==> src/pad_mux_pkg.sv <==
// Package for the pad function select of seven multiplexed pins.
// Assumes one 100 MHz clock and synchronous configuration inputs.
// Summary of operation
// - Analog select in port A high nibble [3:0] hands pin A4 to converter input 4.
// - Analog select in port A high nibble [7:4] hands pin A5 to converter input 5.
// - Packet-trace frame drives pin A4 when cpu trace is off, packet trace on and alt output selected.
// - Packet-trace data drives pin A5 when cpu trace is off, packet trace on and alt output selected.
// - Four-wire cpu trace puts trace bits 2 and 3 on pins A4 and A5 under alt output select.
// - The low-active boot select on pin A5 is caught at reset release and starts the factory monitor.
// - Serial 3 request-to-send drives pin D4 in UART mode with config bit 5 and alt output selected.
// - Pin D4 is serial 3 slave select input in SPI slave mode.
// - Serial 4 master drives master-out on pin E0 under alt select; as slave it receives.
// - In two-wire mode pin E1 carries serial 4 data open-drain under open-drain alt select.
// - In SPI mode pin E1 drives slave-out as slave and receives master-in as master.
// - Pin A6 outputs timer 1 channel 3 when enabled and alt output selected; input never remapped.
// - Timer 2 option bit 4 routes timer 2 channel 1 to pin B1 when enabled and alt selected.
// - Serial 1 SPI output on pin B1 needs timer 2 output off or remap clear, SPI mode, alt select.
// - In two-wire mode pin B1 carries serial 1 data open-drain when the timer 2 conflict is avoided.
// - In UART mode pin B1 drives serial 1 transmit when alt selected and the timer conflict avoided.
package pad_mux_pkg;
  localparam logic [3:0] CFG_ANALOG = 4'h0;
  localparam logic [3:0] CFG_ALT_OUT = 4'h9;
  localparam logic [3:0] CFG_ALT_OD = 4'hD;
  localparam logic [1:0] MODE_UART = 2'h1;
  localparam logic [1:0] MODE_SPI = 2'h2;
  localparam logic [1:0] MODE_TWI = 2'h3;
  localparam int NIB0 = 0;
  localparam int NIB1 = 4;
  localparam int NIB2 = 8;
  localparam int SPI_SLAVE_BIT = 4;
  localparam int UART_RTS_BIT = 5;
  localparam int TIM2_REMAP_BIT = 4;
  localparam logic BOOT_RESET_VAL = 1'b0;
  // One serial controller's view of the pad
  typedef struct packed {
    logic [1:0] mode;
    logic [7:0] spi_cfg;
    logic [7:0] uart_cfg;
  } ser_cfg_t;
  // Output and output enable of one pad
  typedef struct packed {
    logic o;
    logic oe;
  } pad_drive_t;
endpackage

==> src/pad_select.sv <==
// One pad's driver: picks alternate, open-drain or plain digital drive.
// Assumes the select terms are computed by the parent.
`timescale 1ns/1ps
`default_nettype none
module pad_select (
  input wire logic i_alt_en,
  input wire logic i_alt_od,
  input wire logic i_alt_val,
  input wire logic i_gpio_out,
  input wire logic i_gpio_oe,
  output var pad_mux_pkg::pad_drive_t o_drive
);
  always_comb begin
    if (i_alt_od) begin
      // Open drain drives only low
      o_drive.o = 1'b0;
      o_drive.oe = ~i_alt_val;
    end else if (i_alt_en) begin
      o_drive.o = i_alt_val;
      o_drive.oe = 1'b1;
    end else begin
      o_drive.o = i_gpio_out;
      o_drive.oe = i_gpio_oe;
    end
  end
endmodule
`default_nettype wire

==> src/pad_function_select.sv <==
// Pad function select for pins A4, A5, A6, B1, D4, E0, E1.
// Assumes all inputs synchronous to I_REF_CLK; outputs registered.
`timescale 1ns/1ps
`default_nettype none
module pad_function_select (
  input wire logic I_REF_CLK,
  input wire logic I_RESETN,
  input wire logic [15:0] I_PORT_A_HIGH_CONFIG,
  input wire logic [15:0] I_PORT_B_LOW_CONFIG,
  input wire logic [15:0] I_PORT_D_HIGH_CONFIG,
  input wire logic [15:0] I_PORT_E_LOW_CONFIG,
  input wire logic [6:0] I_GPIO_OUT,
  input wire logic [6:0] I_GPIO_OE,
  input wire logic I_CPU_TRACE_EN,
  input wire logic I_CPU_TRACE_4WIRE,
  input wire logic I_PACKET_TRACE_EN,
  input wire logic I_PACKET_TRACE_FRAME,
  input wire logic I_PACKET_TRACE_DATA,
  input wire logic I_CPU_TRACE_BIT_TWO,
  input wire logic I_CPU_TRACE_BIT_THREE,
  input wire pad_mux_pkg::ser_cfg_t I_SER1_CFG,
  input wire pad_mux_pkg::ser_cfg_t I_SER3_CFG,
  input wire pad_mux_pkg::ser_cfg_t I_SER4_CFG,
  input wire logic I_SER1_MASTER_OUT,
  input wire logic I_SER1_MASTER_IN,
  input wire logic I_SER1_TWOWIRE_DATA,
  input wire logic I_SER1_TRANSMIT,
  input wire logic I_SER3_REQUEST_TO_SEND_N,
  input wire logic I_SER4_MASTER_OUT,
  input wire logic I_SER4_MASTER_IN,
  input wire logic I_SER4_TWOWIRE_DATA,
  input wire logic I_TIMER1_CHANNEL3,
  input wire logic I_TIMER1_CAPTURE_ENABLE,
  input wire logic I_TIMER2_CHANNEL1,
  input wire logic I_TIMER2_CAPTURE_ENABLE,
  input wire logic [7:0] I_TIMER2_OPTION_REG,
  // Pad inputs, order A4 A5 A6 B1 D4 E0 E1
  input wire logic [6:0] I_PAD_IN,
  output logic [6:0] O_PAD_OUT,
  output logic [6:0] O_PAD_OE,
  output logic O_CONVERTER_INPUT_FOUR_EN,
  output logic O_CONVERTER_INPUT_FIVE_EN,
  output logic [6:0] O_GPIO_IN,
  output logic O_SER3_SLAVE_SELECT_N,
  output logic O_SER4_DATA_IN,
  output logic O_SER4_TWOWIRE_IN,
  output logic O_SER1_DATA_IN,
  output logic O_TIMER1_CHANNEL3_IN,
  output logic O_FACTORY_MONITOR
);
  localparam int PAD_A4 = 0;
  localparam int PAD_A5 = 1;
  localparam int PAD_A6 = 2;
  localparam int PAD_B1 = 3;
  localparam int PAD_D4 = 4;
  localparam int PAD_E0 = 5;
  localparam int PAD_E1 = 6;

  function automatic logic [3:0] nib(input logic [15:0] c, input int p);
    nib = c[p+:4];
  endfunction

  logic [6:0] alt_en;
  logic [6:0] alt_od;
  logic [6:0] alt_val;
  pad_mux_pkg::pad_drive_t drv [7];
  logic boot_seen_q;
  logic ser1_spi;
  logic ser1_slave;
  logic ser3_spi;
  logic ser4_spi;
  logic ser4_slave;
  logic tim2_b1;
  logic a4_alt;
  logic a5_alt;

  assign ser1_spi = I_SER1_CFG.mode == pad_mux_pkg::MODE_SPI;
  assign ser1_slave = I_SER1_CFG.spi_cfg[pad_mux_pkg::SPI_SLAVE_BIT];
  assign ser3_spi = I_SER3_CFG.mode == pad_mux_pkg::MODE_SPI;
  assign ser4_spi = I_SER4_CFG.mode == pad_mux_pkg::MODE_SPI;
  assign ser4_slave = I_SER4_CFG.spi_cfg[pad_mux_pkg::SPI_SLAVE_BIT];
  assign tim2_b1 = I_TIMER2_CAPTURE_ENABLE &
    I_TIMER2_OPTION_REG[pad_mux_pkg::TIM2_REMAP_BIT];
  assign a4_alt = nib(I_PORT_A_HIGH_CONFIG, pad_mux_pkg::NIB0) ==
    pad_mux_pkg::CFG_ALT_OUT;
  assign a5_alt = nib(I_PORT_A_HIGH_CONFIG, pad_mux_pkg::NIB1) ==
    pad_mux_pkg::CFG_ALT_OUT;

  always_comb begin
    alt_en = 7'h00;
    alt_od = 7'h00;
    alt_val = 7'h00;
    if (a4_alt && !I_CPU_TRACE_EN && I_PACKET_TRACE_EN) begin
      alt_en[PAD_A4] = 1'b1;
      alt_val[PAD_A4] = I_PACKET_TRACE_FRAME;
    end else if (a4_alt && I_CPU_TRACE_EN && I_CPU_TRACE_4WIRE) begin
      alt_en[PAD_A4] = 1'b1;
      alt_val[PAD_A4] = I_CPU_TRACE_BIT_TWO;
    end
    if (a5_alt && !I_CPU_TRACE_EN && I_PACKET_TRACE_EN) begin
      alt_en[PAD_A5] = 1'b1;
      alt_val[PAD_A5] = I_PACKET_TRACE_DATA;
    end else if (a5_alt && I_CPU_TRACE_EN && I_CPU_TRACE_4WIRE) begin
      alt_en[PAD_A5] = 1'b1;
      alt_val[PAD_A5] = I_CPU_TRACE_BIT_THREE;
    end
    if (nib(I_PORT_A_HIGH_CONFIG, pad_mux_pkg::NIB2) ==
        pad_mux_pkg::CFG_ALT_OUT && I_TIMER1_CAPTURE_ENABLE) begin
      alt_en[PAD_A6] = 1'b1;
      alt_val[PAD_A6] = I_TIMER1_CHANNEL3;
    end
    if (nib(I_PORT_D_HIGH_CONFIG, pad_mux_pkg::NIB0) ==
        pad_mux_pkg::CFG_ALT_OUT &&
        I_SER3_CFG.mode == pad_mux_pkg::MODE_UART &&
        I_SER3_CFG.uart_cfg[pad_mux_pkg::UART_RTS_BIT]) begin
      alt_en[PAD_D4] = 1'b1;
      alt_val[PAD_D4] = I_SER3_REQUEST_TO_SEND_N;
    end
    if (nib(I_PORT_E_LOW_CONFIG, pad_mux_pkg::NIB0) ==
        pad_mux_pkg::CFG_ALT_OUT && ser4_spi && !ser4_slave) begin
      alt_en[PAD_E0] = 1'b1;
      alt_val[PAD_E0] = I_SER4_MASTER_OUT;
    end
    if (nib(I_PORT_E_LOW_CONFIG, pad_mux_pkg::NIB1) ==
        pad_mux_pkg::CFG_ALT_OD &&
        I_SER4_CFG.mode == pad_mux_pkg::MODE_TWI) begin
      alt_od[PAD_E1] = 1'b1;
      alt_val[PAD_E1] = I_SER4_TWOWIRE_DATA;
    end else if (nib(I_PORT_E_LOW_CONFIG, pad_mux_pkg::NIB1) ==
        pad_mux_pkg::CFG_ALT_OUT && ser4_spi && ser4_slave) begin
      alt_en[PAD_E1] = 1'b1;
      alt_val[PAD_E1] = I_SER4_MASTER_IN;
    end
    if (nib(I_PORT_B_LOW_CONFIG, pad_mux_pkg::NIB1) ==
        pad_mux_pkg::CFG_ALT_OUT && tim2_b1) begin
      alt_en[PAD_B1] = 1'b1;
      alt_val[PAD_B1] = I_TIMER2_CHANNEL1;
    end else if (nib(I_PORT_B_LOW_CONFIG, pad_mux_pkg::NIB1) ==
        pad_mux_pkg::CFG_ALT_OD && !tim2_b1 &&
        I_SER1_CFG.mode == pad_mux_pkg::MODE_TWI) begin
      alt_od[PAD_B1] = 1'b1;
      alt_val[PAD_B1] = I_SER1_TWOWIRE_DATA;
    end else if (nib(I_PORT_B_LOW_CONFIG, pad_mux_pkg::NIB1) ==
        pad_mux_pkg::CFG_ALT_OUT && !tim2_b1) begin
      if (ser1_spi) begin
        alt_en[PAD_B1] = 1'b1;
        alt_val[PAD_B1] = ser1_slave ? I_SER1_MASTER_IN : I_SER1_MASTER_OUT;
      end else if (I_SER1_CFG.mode == pad_mux_pkg::MODE_UART) begin
        alt_en[PAD_B1] = 1'b1;
        alt_val[PAD_B1] = I_SER1_TRANSMIT;
      end
    end
  end

  genvar g;
  generate
    for (g = 0; g < 7; g++) begin : g_pad
      pad_select u_sel (
        .i_alt_en(alt_en[g]),
        .i_alt_od(alt_od[g]),
        .i_alt_val(alt_val[g]),
        .i_gpio_out(I_GPIO_OUT[g]),
        .i_gpio_oe(I_GPIO_OE[g]),
        .o_drive(drv[g])
      );
    end
  endgenerate

  // Pad drive registers; analog pins are released
  always_ff @(posedge I_REF_CLK) begin
    if (!I_RESETN) begin
      O_PAD_OUT <= 7'h00;
      O_PAD_OE <= 7'h00;
    end else begin
      for (int i = 0; i < 7; i++) begin
        O_PAD_OUT[i] <= drv[i].o;
        O_PAD_OE[i] <= drv[i].oe;
      end
      if (nib(I_PORT_A_HIGH_CONFIG, pad_mux_pkg::NIB0) ==
          pad_mux_pkg::CFG_ANALOG) begin
        O_PAD_OE[PAD_A4] <= 1'b0;
      end
      if (nib(I_PORT_A_HIGH_CONFIG, pad_mux_pkg::NIB1) ==
          pad_mux_pkg::CFG_ANALOG) begin
        O_PAD_OE[PAD_A5] <= 1'b0;
      end
    end
  end

  // Converter connects
  always_ff @(posedge I_REF_CLK) begin
    if (!I_RESETN) begin
      O_CONVERTER_INPUT_FOUR_EN <= 1'b0;
      O_CONVERTER_INPUT_FIVE_EN <= 1'b0;
    end else begin
      O_CONVERTER_INPUT_FOUR_EN <= nib(I_PORT_A_HIGH_CONFIG,
        pad_mux_pkg::NIB0) == pad_mux_pkg::CFG_ANALOG;
      O_CONVERTER_INPUT_FIVE_EN <= nib(I_PORT_A_HIGH_CONFIG,
        pad_mux_pkg::NIB1) == pad_mux_pkg::CFG_ANALOG;
    end
  end

  // Peripheral inputs from the pads
  always_ff @(posedge I_REF_CLK) begin
    if (!I_RESETN) begin
      O_GPIO_IN <= 7'h00;
      O_SER3_SLAVE_SELECT_N <= 1'b1;
      O_SER4_DATA_IN <= 1'b0;
      O_SER4_TWOWIRE_IN <= 1'b1;
      O_SER1_DATA_IN <= 1'b0;
      O_TIMER1_CHANNEL3_IN <= 1'b0;
    end else begin
      O_GPIO_IN <= I_PAD_IN;
      O_SER3_SLAVE_SELECT_N <= (ser3_spi &&
        I_SER3_CFG.spi_cfg[pad_mux_pkg::SPI_SLAVE_BIT]) ?
        I_PAD_IN[PAD_D4] : 1'b1;
      O_SER4_DATA_IN <= ser4_slave ? I_PAD_IN[PAD_E0] : I_PAD_IN[PAD_E1];
      O_SER4_TWOWIRE_IN <= I_PAD_IN[PAD_E1];
      O_SER1_DATA_IN <= I_PAD_IN[PAD_B1];
      O_TIMER1_CHANNEL3_IN <= I_PAD_IN[PAD_A6];
    end
  end

  // Boot select caught at reset release
  always_ff @(posedge I_REF_CLK) begin
    if (!I_RESETN) begin
      boot_seen_q <= 1'b0;
      O_FACTORY_MONITOR <= pad_mux_pkg::BOOT_RESET_VAL;
    end else if (!boot_seen_q) begin
      boot_seen_q <= 1'b1;
      O_FACTORY_MONITOR <= ~I_PAD_IN[PAD_A5];
    end
  end

  a_boot_hold: assert property (@(posedge I_REF_CLK) disable iff (!I_RESETN)
    boot_seen_q |=> $stable(O_FACTORY_MONITOR))
    else $error("factory monitor changed after capture");
  a_boot_take: assert property (@(posedge I_REF_CLK) disable iff (!I_RESETN)
    !boot_seen_q |=> O_FACTORY_MONITOR == !$past(I_PAD_IN[PAD_A5]))
    else $error("boot select not captured");
  a_conv_four: assert property (@(posedge I_REF_CLK) disable iff (!I_RESETN)
    O_CONVERTER_INPUT_FOUR_EN |-> !O_PAD_OE[PAD_A4])
    else $error("pin A4 driven in analog mode");
  a_conv_five: assert property (@(posedge I_REF_CLK) disable iff (!I_RESETN)
    O_CONVERTER_INPUT_FIVE_EN |-> !O_PAD_OE[PAD_A5])
    else $error("pin A5 driven in analog mode");
  a_ptrace_frame: assert property (@(posedge I_REF_CLK) disable iff (!I_RESETN)
    (a4_alt && !I_CPU_TRACE_EN && I_PACKET_TRACE_EN) |=>
    O_PAD_OE[PAD_A4] && O_PAD_OUT[PAD_A4] == $past(I_PACKET_TRACE_FRAME))
    else $error("packet trace frame missing");
  a_ptrace_data: assert property (@(posedge I_REF_CLK) disable iff (!I_RESETN)
    (a5_alt && !I_CPU_TRACE_EN && I_PACKET_TRACE_EN) |=>
    O_PAD_OE[PAD_A5] && O_PAD_OUT[PAD_A5] == $past(I_PACKET_TRACE_DATA))
    else $error("packet trace data missing");
  a_tim2_block: assert property (@(posedge I_REF_CLK) disable iff (!I_RESETN)
    (tim2_b1 && nib(I_PORT_B_LOW_CONFIG, pad_mux_pkg::NIB1) ==
    pad_mux_pkg::CFG_ALT_OUT) |=>
    O_PAD_OUT[PAD_B1] == $past(I_TIMER2_CHANNEL1))
    else $error("timer 2 remap not on pin B1");
  a_ser4_od: assert property (@(posedge I_REF_CLK) disable iff (!I_RESETN)
    alt_od[PAD_E1] |=> !O_PAD_OUT[PAD_E1])
    else $error("open drain pin driven high");
  a_rts_drive: assert property (@(posedge I_REF_CLK) disable iff (!I_RESETN)
    alt_en[PAD_D4] |=> O_PAD_OE[PAD_D4] &&
    O_PAD_OUT[PAD_D4] == $past(I_SER3_REQUEST_TO_SEND_N))
    else $error("request to send not on pin D4");
  a_tim1_drive: assert property (@(posedge I_REF_CLK) disable iff (!I_RESETN)
    alt_en[PAD_A6] |=> O_PAD_OE[PAD_A6] &&
    O_PAD_OUT[PAD_A6] == $past(I_TIMER1_CHANNEL3))
    else $error("timer 1 channel 3 not on pin A6");
  a_mosi_four: assert property (@(posedge I_REF_CLK) disable iff (!I_RESETN)
    alt_en[PAD_E0] |=> O_PAD_OE[PAD_E0] &&
    O_PAD_OUT[PAD_E0] == $past(I_SER4_MASTER_OUT))
    else $error("serial 4 master out not on pin E0");
  a_ssel_idle: assert property (@(posedge I_REF_CLK) disable iff (!I_RESETN)
    !(ser3_spi && I_SER3_CFG.spi_cfg[pad_mux_pkg::SPI_SLAVE_BIT]) |=>
    O_SER3_SLAVE_SELECT_N)
    else $error("slave select active outside slave mode");
  a_tx_one: assert property (@(posedge I_REF_CLK) disable iff (!I_RESETN)
    (!tim2_b1 && !ser1_spi &&
    I_SER1_CFG.mode == pad_mux_pkg::MODE_UART &&
    nib(I_PORT_B_LOW_CONFIG, pad_mux_pkg::NIB1) ==
    pad_mux_pkg::CFG_ALT_OUT) |=> O_PAD_OE[PAD_B1] &&
    O_PAD_OUT[PAD_B1] == $past(I_SER1_TRANSMIT))
    else $error("serial 1 transmit not on pin B1");
endmodule
`default_nettype wire

==> config.mk <==
export PLATFORM = sky130hd
export DESIGN_NAME = pad_function_select
export DESIGN_NICKNAME = d
export VERILOG_FILES = /design/src/pad_mux_pkg.sv /design/src/pad_select.sv /design/src/pad_function_select.sv
export SDC_FILE = /design/constraint.sdc
export NUM_CORES = 1
export LEC_CHECK = 0
export BUFFER_PORTS_ARGS = -buffer_cell sky130_fd_sc_hd__buf_2
export CORE_AREA = 2 2 76 78
export CTS_BUF_LIST = sky130_fd_sc_hd__clkbuf_4
export DETAILED_ROUTE_END_ITERATION = 10
export DIE_AREA = 0 0 78 80
export GPL_TIMING_DRIVEN = 0
export PLACE_DENSITY_LB_ADDON = 0.3
export SYNTH_ARGS = -nofsm -noshare
export SYNTH_HDL_FRONTEND = slang
export SYNTH_SLANG_ARGS = --single-unit
==> constraint.sdc <==
create_clock -name I_REF_CLK -period 3.3 [get_ports I_REF_CLK]
set_clock_uncertainty 0.15 [all_clocks]
set_input_delay 0.66 -clock I_REF_CLK [delete_from_list [all_inputs] [get_ports I_REF_CLK]]
set_output_delay 0.66 -clock I_REF_CLK [all_outputs]
set_load 0.02 [all_outputs]
-- Word level (Yosys, flattened, before mapping)
Cells that the tools add are included.
- bits in registers: 30
- latch bits: 0
- memory bits (writable): 0
- bits in read-only memories: 0
- input port bits: 168
- output and inout port bits: 29
- memories kept: 0
- add/sub/neg operators: 0
- multipliers: 0
- divide/modulo/power cells: 0
- magnitude comparators: 0
- equal/unequal tests: 16
- shift-type cells: 0
- muxes and demuxes: 43
- bitwise operators: 5
- reduce and logical (&&, ||, !) cells: 31
- operators by type and width (operator ; number):
    4-bit == test (second input constant) ; 9
    1-bit 2-to-1 mux ; 36
    1-bit logical AND ; 21
    2-bit 2-to-1 mux ; 7
    2-bit == test (second input constant) ; 5
    4-bit logical NOT ; 2
    2-bit OR reduction ; 4
    2-bit by 1-bit == test with 1-bit output (second input constant) ; 2
    1-bit NOT ; 4
    1-bit logical NOT ; 3
    2-bit AND reduction ; 1
    1-bit bitwise AND ; 1

-- Longest topological paths before layout
- word-level depth: 8
- depth in mapped cells: 5

-- By module
A second synthesis with hierarchy kept.
- cell total of the unflattened synthesis: 142
- area total of the unflattened synthesis: 1268.7 µm²
- modules (own cells, without submodules) (module ; instances ; cells each ; area each (µm²) ; seq. area each (µm²)):
    pad_function_select ; 1 ; 114 ; 1102.3 ; 560.5
    pad_select ; 7 ; 4 ; 23.8 ; 0.0

-- Worst setup path before layout
OpenSTA, ideal clock, no wires.
- path kind: in2reg
- start point: in I_SER1_CFG[16] in the netlist's numbering
- end point: reg O_PAD_OUT[3]
- library setup time: 0.119 ns
- arrival time: 1.473 ns
- path slack: 1.558 ns
- stages: 5
- buffers on the path: 0
- cells stage by stage: inv_1 > ha_1 > nor3_1 > a31oi_1 > o221a_2
- longest elaborated chain between the ends: 7
- ends and longest elaborated chain (item ; RTL line ; text):
    from (decl) ; pad_function_select.sv:21 ; input wire pad_mux_pkg::ser_cfg_t I_SER1_CFG,
    2-bit by 1-bit == test with 1-bit output ; pad_function_select.sv:148 ; end else if (I_SER1_CFG.mode == pad_mux_pkg::MODE_UART) begin
    1-bit 2-to-1 mux ; pad_function_select.sv:148 ;
    1-bit 2-to-1 mux ; pad_function_select.sv:145 ; if (ser1_spi) begin
    1-bit 2-to-1 mux ; pad_function_select.sv:143 ; end else if (nib(I_PORT_B_LOW_CONFIG, pad_mux_pkg::NIB1) ==
    1-bit 2-to-1 mux ; pad_function_select.sv:138 ; end else if (nib(I_PORT_B_LOW_CONFIG, pad_mux_pkg::NIB1) ==
    1-bit 2-to-1 mux ; pad_function_select.sv:134 ; if (nib(I_PORT_B_LOW_CONFIG, pad_mux_pkg::NIB1) ==
    2-bit 2-to-1 mux ; pad_select.sv:18 ; end else if (i_alt_en) begin
    to (signal, indexed assignment) ; pad_function_select.sv:176 ; O_PAD_OUT[i] <= drv[i].o;
    to (decl) ; pad_function_select.sv:39 ; output logic [6:0] O_PAD_OUT,
Parallel ways exist; a longest one is shown, timed or not.
A chain may end at the register's enable or synchronous reset.

-- Worst setup path after layout
- start point: reg O_GPIO_IN[2]
- end point: out O_GPIO_IN[2]
- RTL lines (item ; RTL line ; text):
    from (decl) ; pad_function_select.sv:43 ; output logic [6:0] O_GPIO_IN,
    from (signal assigned) ; pad_function_select.sv:206 ; O_GPIO_IN <= 7'h00;
    from (signal assigned) ; pad_function_select.sv:213 ; O_GPIO_IN <= I_PAD_IN;
No word-level cell between the ends.

==> impl_results.md <==
- Cts bufs inserted: 3
- Die width: slightly below 80 um
- Post-layout minimum cycle time: 1740 ps
- Worst hold-check path type: input pin to flop
- Postcts setup bufs: 0
- Core ar.: approximately 5400 um2
- First-pass DRT Iterations: 4
- Post-synth top cells: 28 x dfxtp_1, 13 x nor2_1, 8 x and2_1
- Clock buffer depth: 2
- Leak pwr: slightly below 0.001 uW
- Vias after detailed routing: ~1300
- Status: complete, no violations
- Largest net degree at the start of global routing: 16
- DP Wirelength: ~3200 um
- Total clock sinks: 28
- Fin. Hold Viols: 0
- Worst min-delay path startpoint: I_SER3_CFG[17]
- Final setup viols: 0
- Number of port buffers: 109
- Diode count: 0
- Setup TNS: 0 ps
- Yosys reg bits: 28
- Die Area: roughly 6200 um2
- Sequential element share of the synthesized area: a little under half
- Drt total wl: between 3000 and 4000 um
- Synth top area cells: dfxtp_1 47%, mux2i_1 5.0%, and2_1 4.2%
- CTS root buf: clkbuf_4
- Crit-path max FO: 2
- Vias in the first global route: between 1000 and 1500
- Hold Path End: O_SER3_SLAVE_SELECT_N
- Critical Path RT: ~2500 ps
- Chip Height: approximately 80 um
- Synth Flop Type: dfxtp_1
- CP Class: flop to primary output
- Slew margin rel.: between 70% and 80%
- Post-synth top area cell: dfxtp_1
- Crit path largest cell delay: between 300 and 400 ps
- Initial antenna violation count: 0
- Grt total ovfl: 0
- RSZ-0062 raised after global routing: no
- Worst r2r src: boot_seen_q
- GRT Overall Usage: between 10% and 20%
- Post-synth EDFFs: 0
- Period utilisation layout: 52.7%
- Layout cells sized above 1: between 50% and 60%
- Largest delay share family, worst path: flip-flops
- Io pins: between 150 and 200
- Cts-stage hold buffer count: 0
- Startpoint types: flop
- Crit path buf inv count: 2
- First-pass GRT wire length: just over 6000 um
- Resize count post-CTS: 0
- R2R Path End: O_FACTORY_MONITOR
- Asr flop ratio synth: 0%
- CTS tree: done
- Nets: roughly 410
- Most frequent cell after synthesis: dfxtp_1
- Peak VDD IR: roughly 0.14 mV
- DRT iter0 DRCs: 22
- Synth Net Count: 291
- Cell total after placement: roughly 300
- DRC: 0
- Max-cap violation count: 0
- Max Clk Rate: between 500 and 600 MHz
- Area grow syn2layout: 55.2%
- Cell depth of the worst min-delay path: 2
- Worst reg2reg setup slack: roughly 2500 ps
- Latest clock arrival within the worst-skew pair: roughly 320 ps
- Reg clk slew, reported paths: approximately 150 ps
- Wire per inst: between 10 and 15 um
- Cells along the critical path: buf_4 > buf_2
- Power per standard cell area: between 300 and 400 nW/um2
- Post-synth cell types: 35
- Max H-tree Level: 1
- Final Max Slew Viols: 0
- Critical Path End Type: primary output
- Worst slew pin tran: ~370 ps
- Mapped Area: between 1000 and 1500 um2
- Syn avg cell area: 9.99 um2
- Area share of the largest cell type after synthesis: approximately 47%
- Yosys warns: 0
- FP Rows: 27
- Starting Density: 22.2%
- Slowest cell on crit path: dfxtp_1
- Syn Inst Count: 120
- Final GP Congestion: between 0.7 and 0.8
- Final Non-Filler Cells: between 300 and 400
- Vias per inst: 4.24
- Worst Path Arrival: 930 ps
- ANT nets after route: 0
- Reg2Reg Depth: 3
worst max-delay path by stage:
| stage | slack [ps] | end | startpoint | cells after the start |
|---|---|---|---|---|
| final | 1560 | O_GPIO_IN[2] | O_GPIO_IN[2] | 2 |
| after global routing | 1480 | O_GPIO_IN[2] | O_GPIO_IN[2] | 2 |
| after CTS | 1530 | O_GPIO_IN[2] | O_GPIO_IN[2] | 2 |
| after detailed placement | 1350 | O_PAD_OUT[3] | I_SER1_CFG[16] | 6 |
| after global placement | 1390 | O_PAD_OUT[3] | I_SER1_CFG[16] | 6 |
| after floorplan | 1560 | O_PAD_OUT[3] | I_SER1_CFG[16] | 5 |
report_power, final:
group / internal (uW) / switching, uW
Combinational: 71.8 / 78.4
Sequential: 356 / 5.19
Clock: 44.3 / 97.5
area by class of cell:
class	count	area, um2
Buffer	3	20.0
Clock buffer	3	22.5
Clock inverter	1	3.75
Fill cell	593	3540
Inverter	5	18.8
Multi-Input combinational cell	84	599
Sequential cell	28	561
Tap cell	72	90.1
Timing Repair Buffer	109	546
worst register-to-register path, cell delays in order, from the launching register on:
cell,delay [ps]
dfxtp_1,360
nor2_1,50
a21oi_1,110
nor2_1,50
routing by layer:
| metal | routed length (um) | global-route usage (%) | part of all wire [%] | up-vias |
|---|---|---|---|---|
| met5 | 0 | 0 | 0 | - |
| met1 | 1660 | 15.5 | 43 | 563 |
| met3 | 642 | 7.47 | 17 | 4 |
| met4 | 47 | 4.56 | 1.2 | 0 |
| met2 | 1470 | 19.0 | 38 | 76 |
| li1 | - | - | - | 649 |
registers in the layout (all words and copies together) (netlist names):
signal                     cells
O_SER4_DATA_IN                 1
O_PAD_OE                       7
O_CONVERTER_INPUT_FIVE_EN      1
O_CONVERTER_INPUT_FOUR_EN      1
O_GPIO_IN                      7
O_SER4_TWOWIRE_IN              1
O_FACTORY_MONITOR              1
O_PAD_OUT                      7
boot_seen_q                    1
O_SER3_SLAVE_SELECT_N          1
per-stage QoR:
step	hold WS, ps	power, uW	util, %	area (um2)	setup slack, ps
2_1_floorplan	309	435	-	1200	1560
5_1_grt	327	699	34.4	1860	1480
4_1_cts	327	669	34.4	1860	1530
3_5_place_dp	329	520	33.9	1830	1350
3_3_place_gp	320	518	33.9	1830	1390
6_report	344	653	34.4	1860	1560
layout by cell type (no fill, tap or decap), drive strengths merged, types with 4 or more instances in the layout:
cell type,Yosys,layout
nor2,13,13
inv,5,5
and2,8,8
and3,4,4
a21oi,7,7
nor3,6,6
buf,3,112
mux2i,6,6
a211oi,4,4
dfxtp,28,28
nand2,7,7
cell families (layout without fill, tap and decap cells):
logic type	count (synthesis)	in the layout	synth area share [%]
buf+inv	8	121	3.23
simple gates	55	55	30.0
fa+ha+maj	3	3	3.13
flops	28	28	46.8
mux	8	8	7.20
compound gates	18	18	9.71
Note: power is estimated with default switching activity, not from simulation.
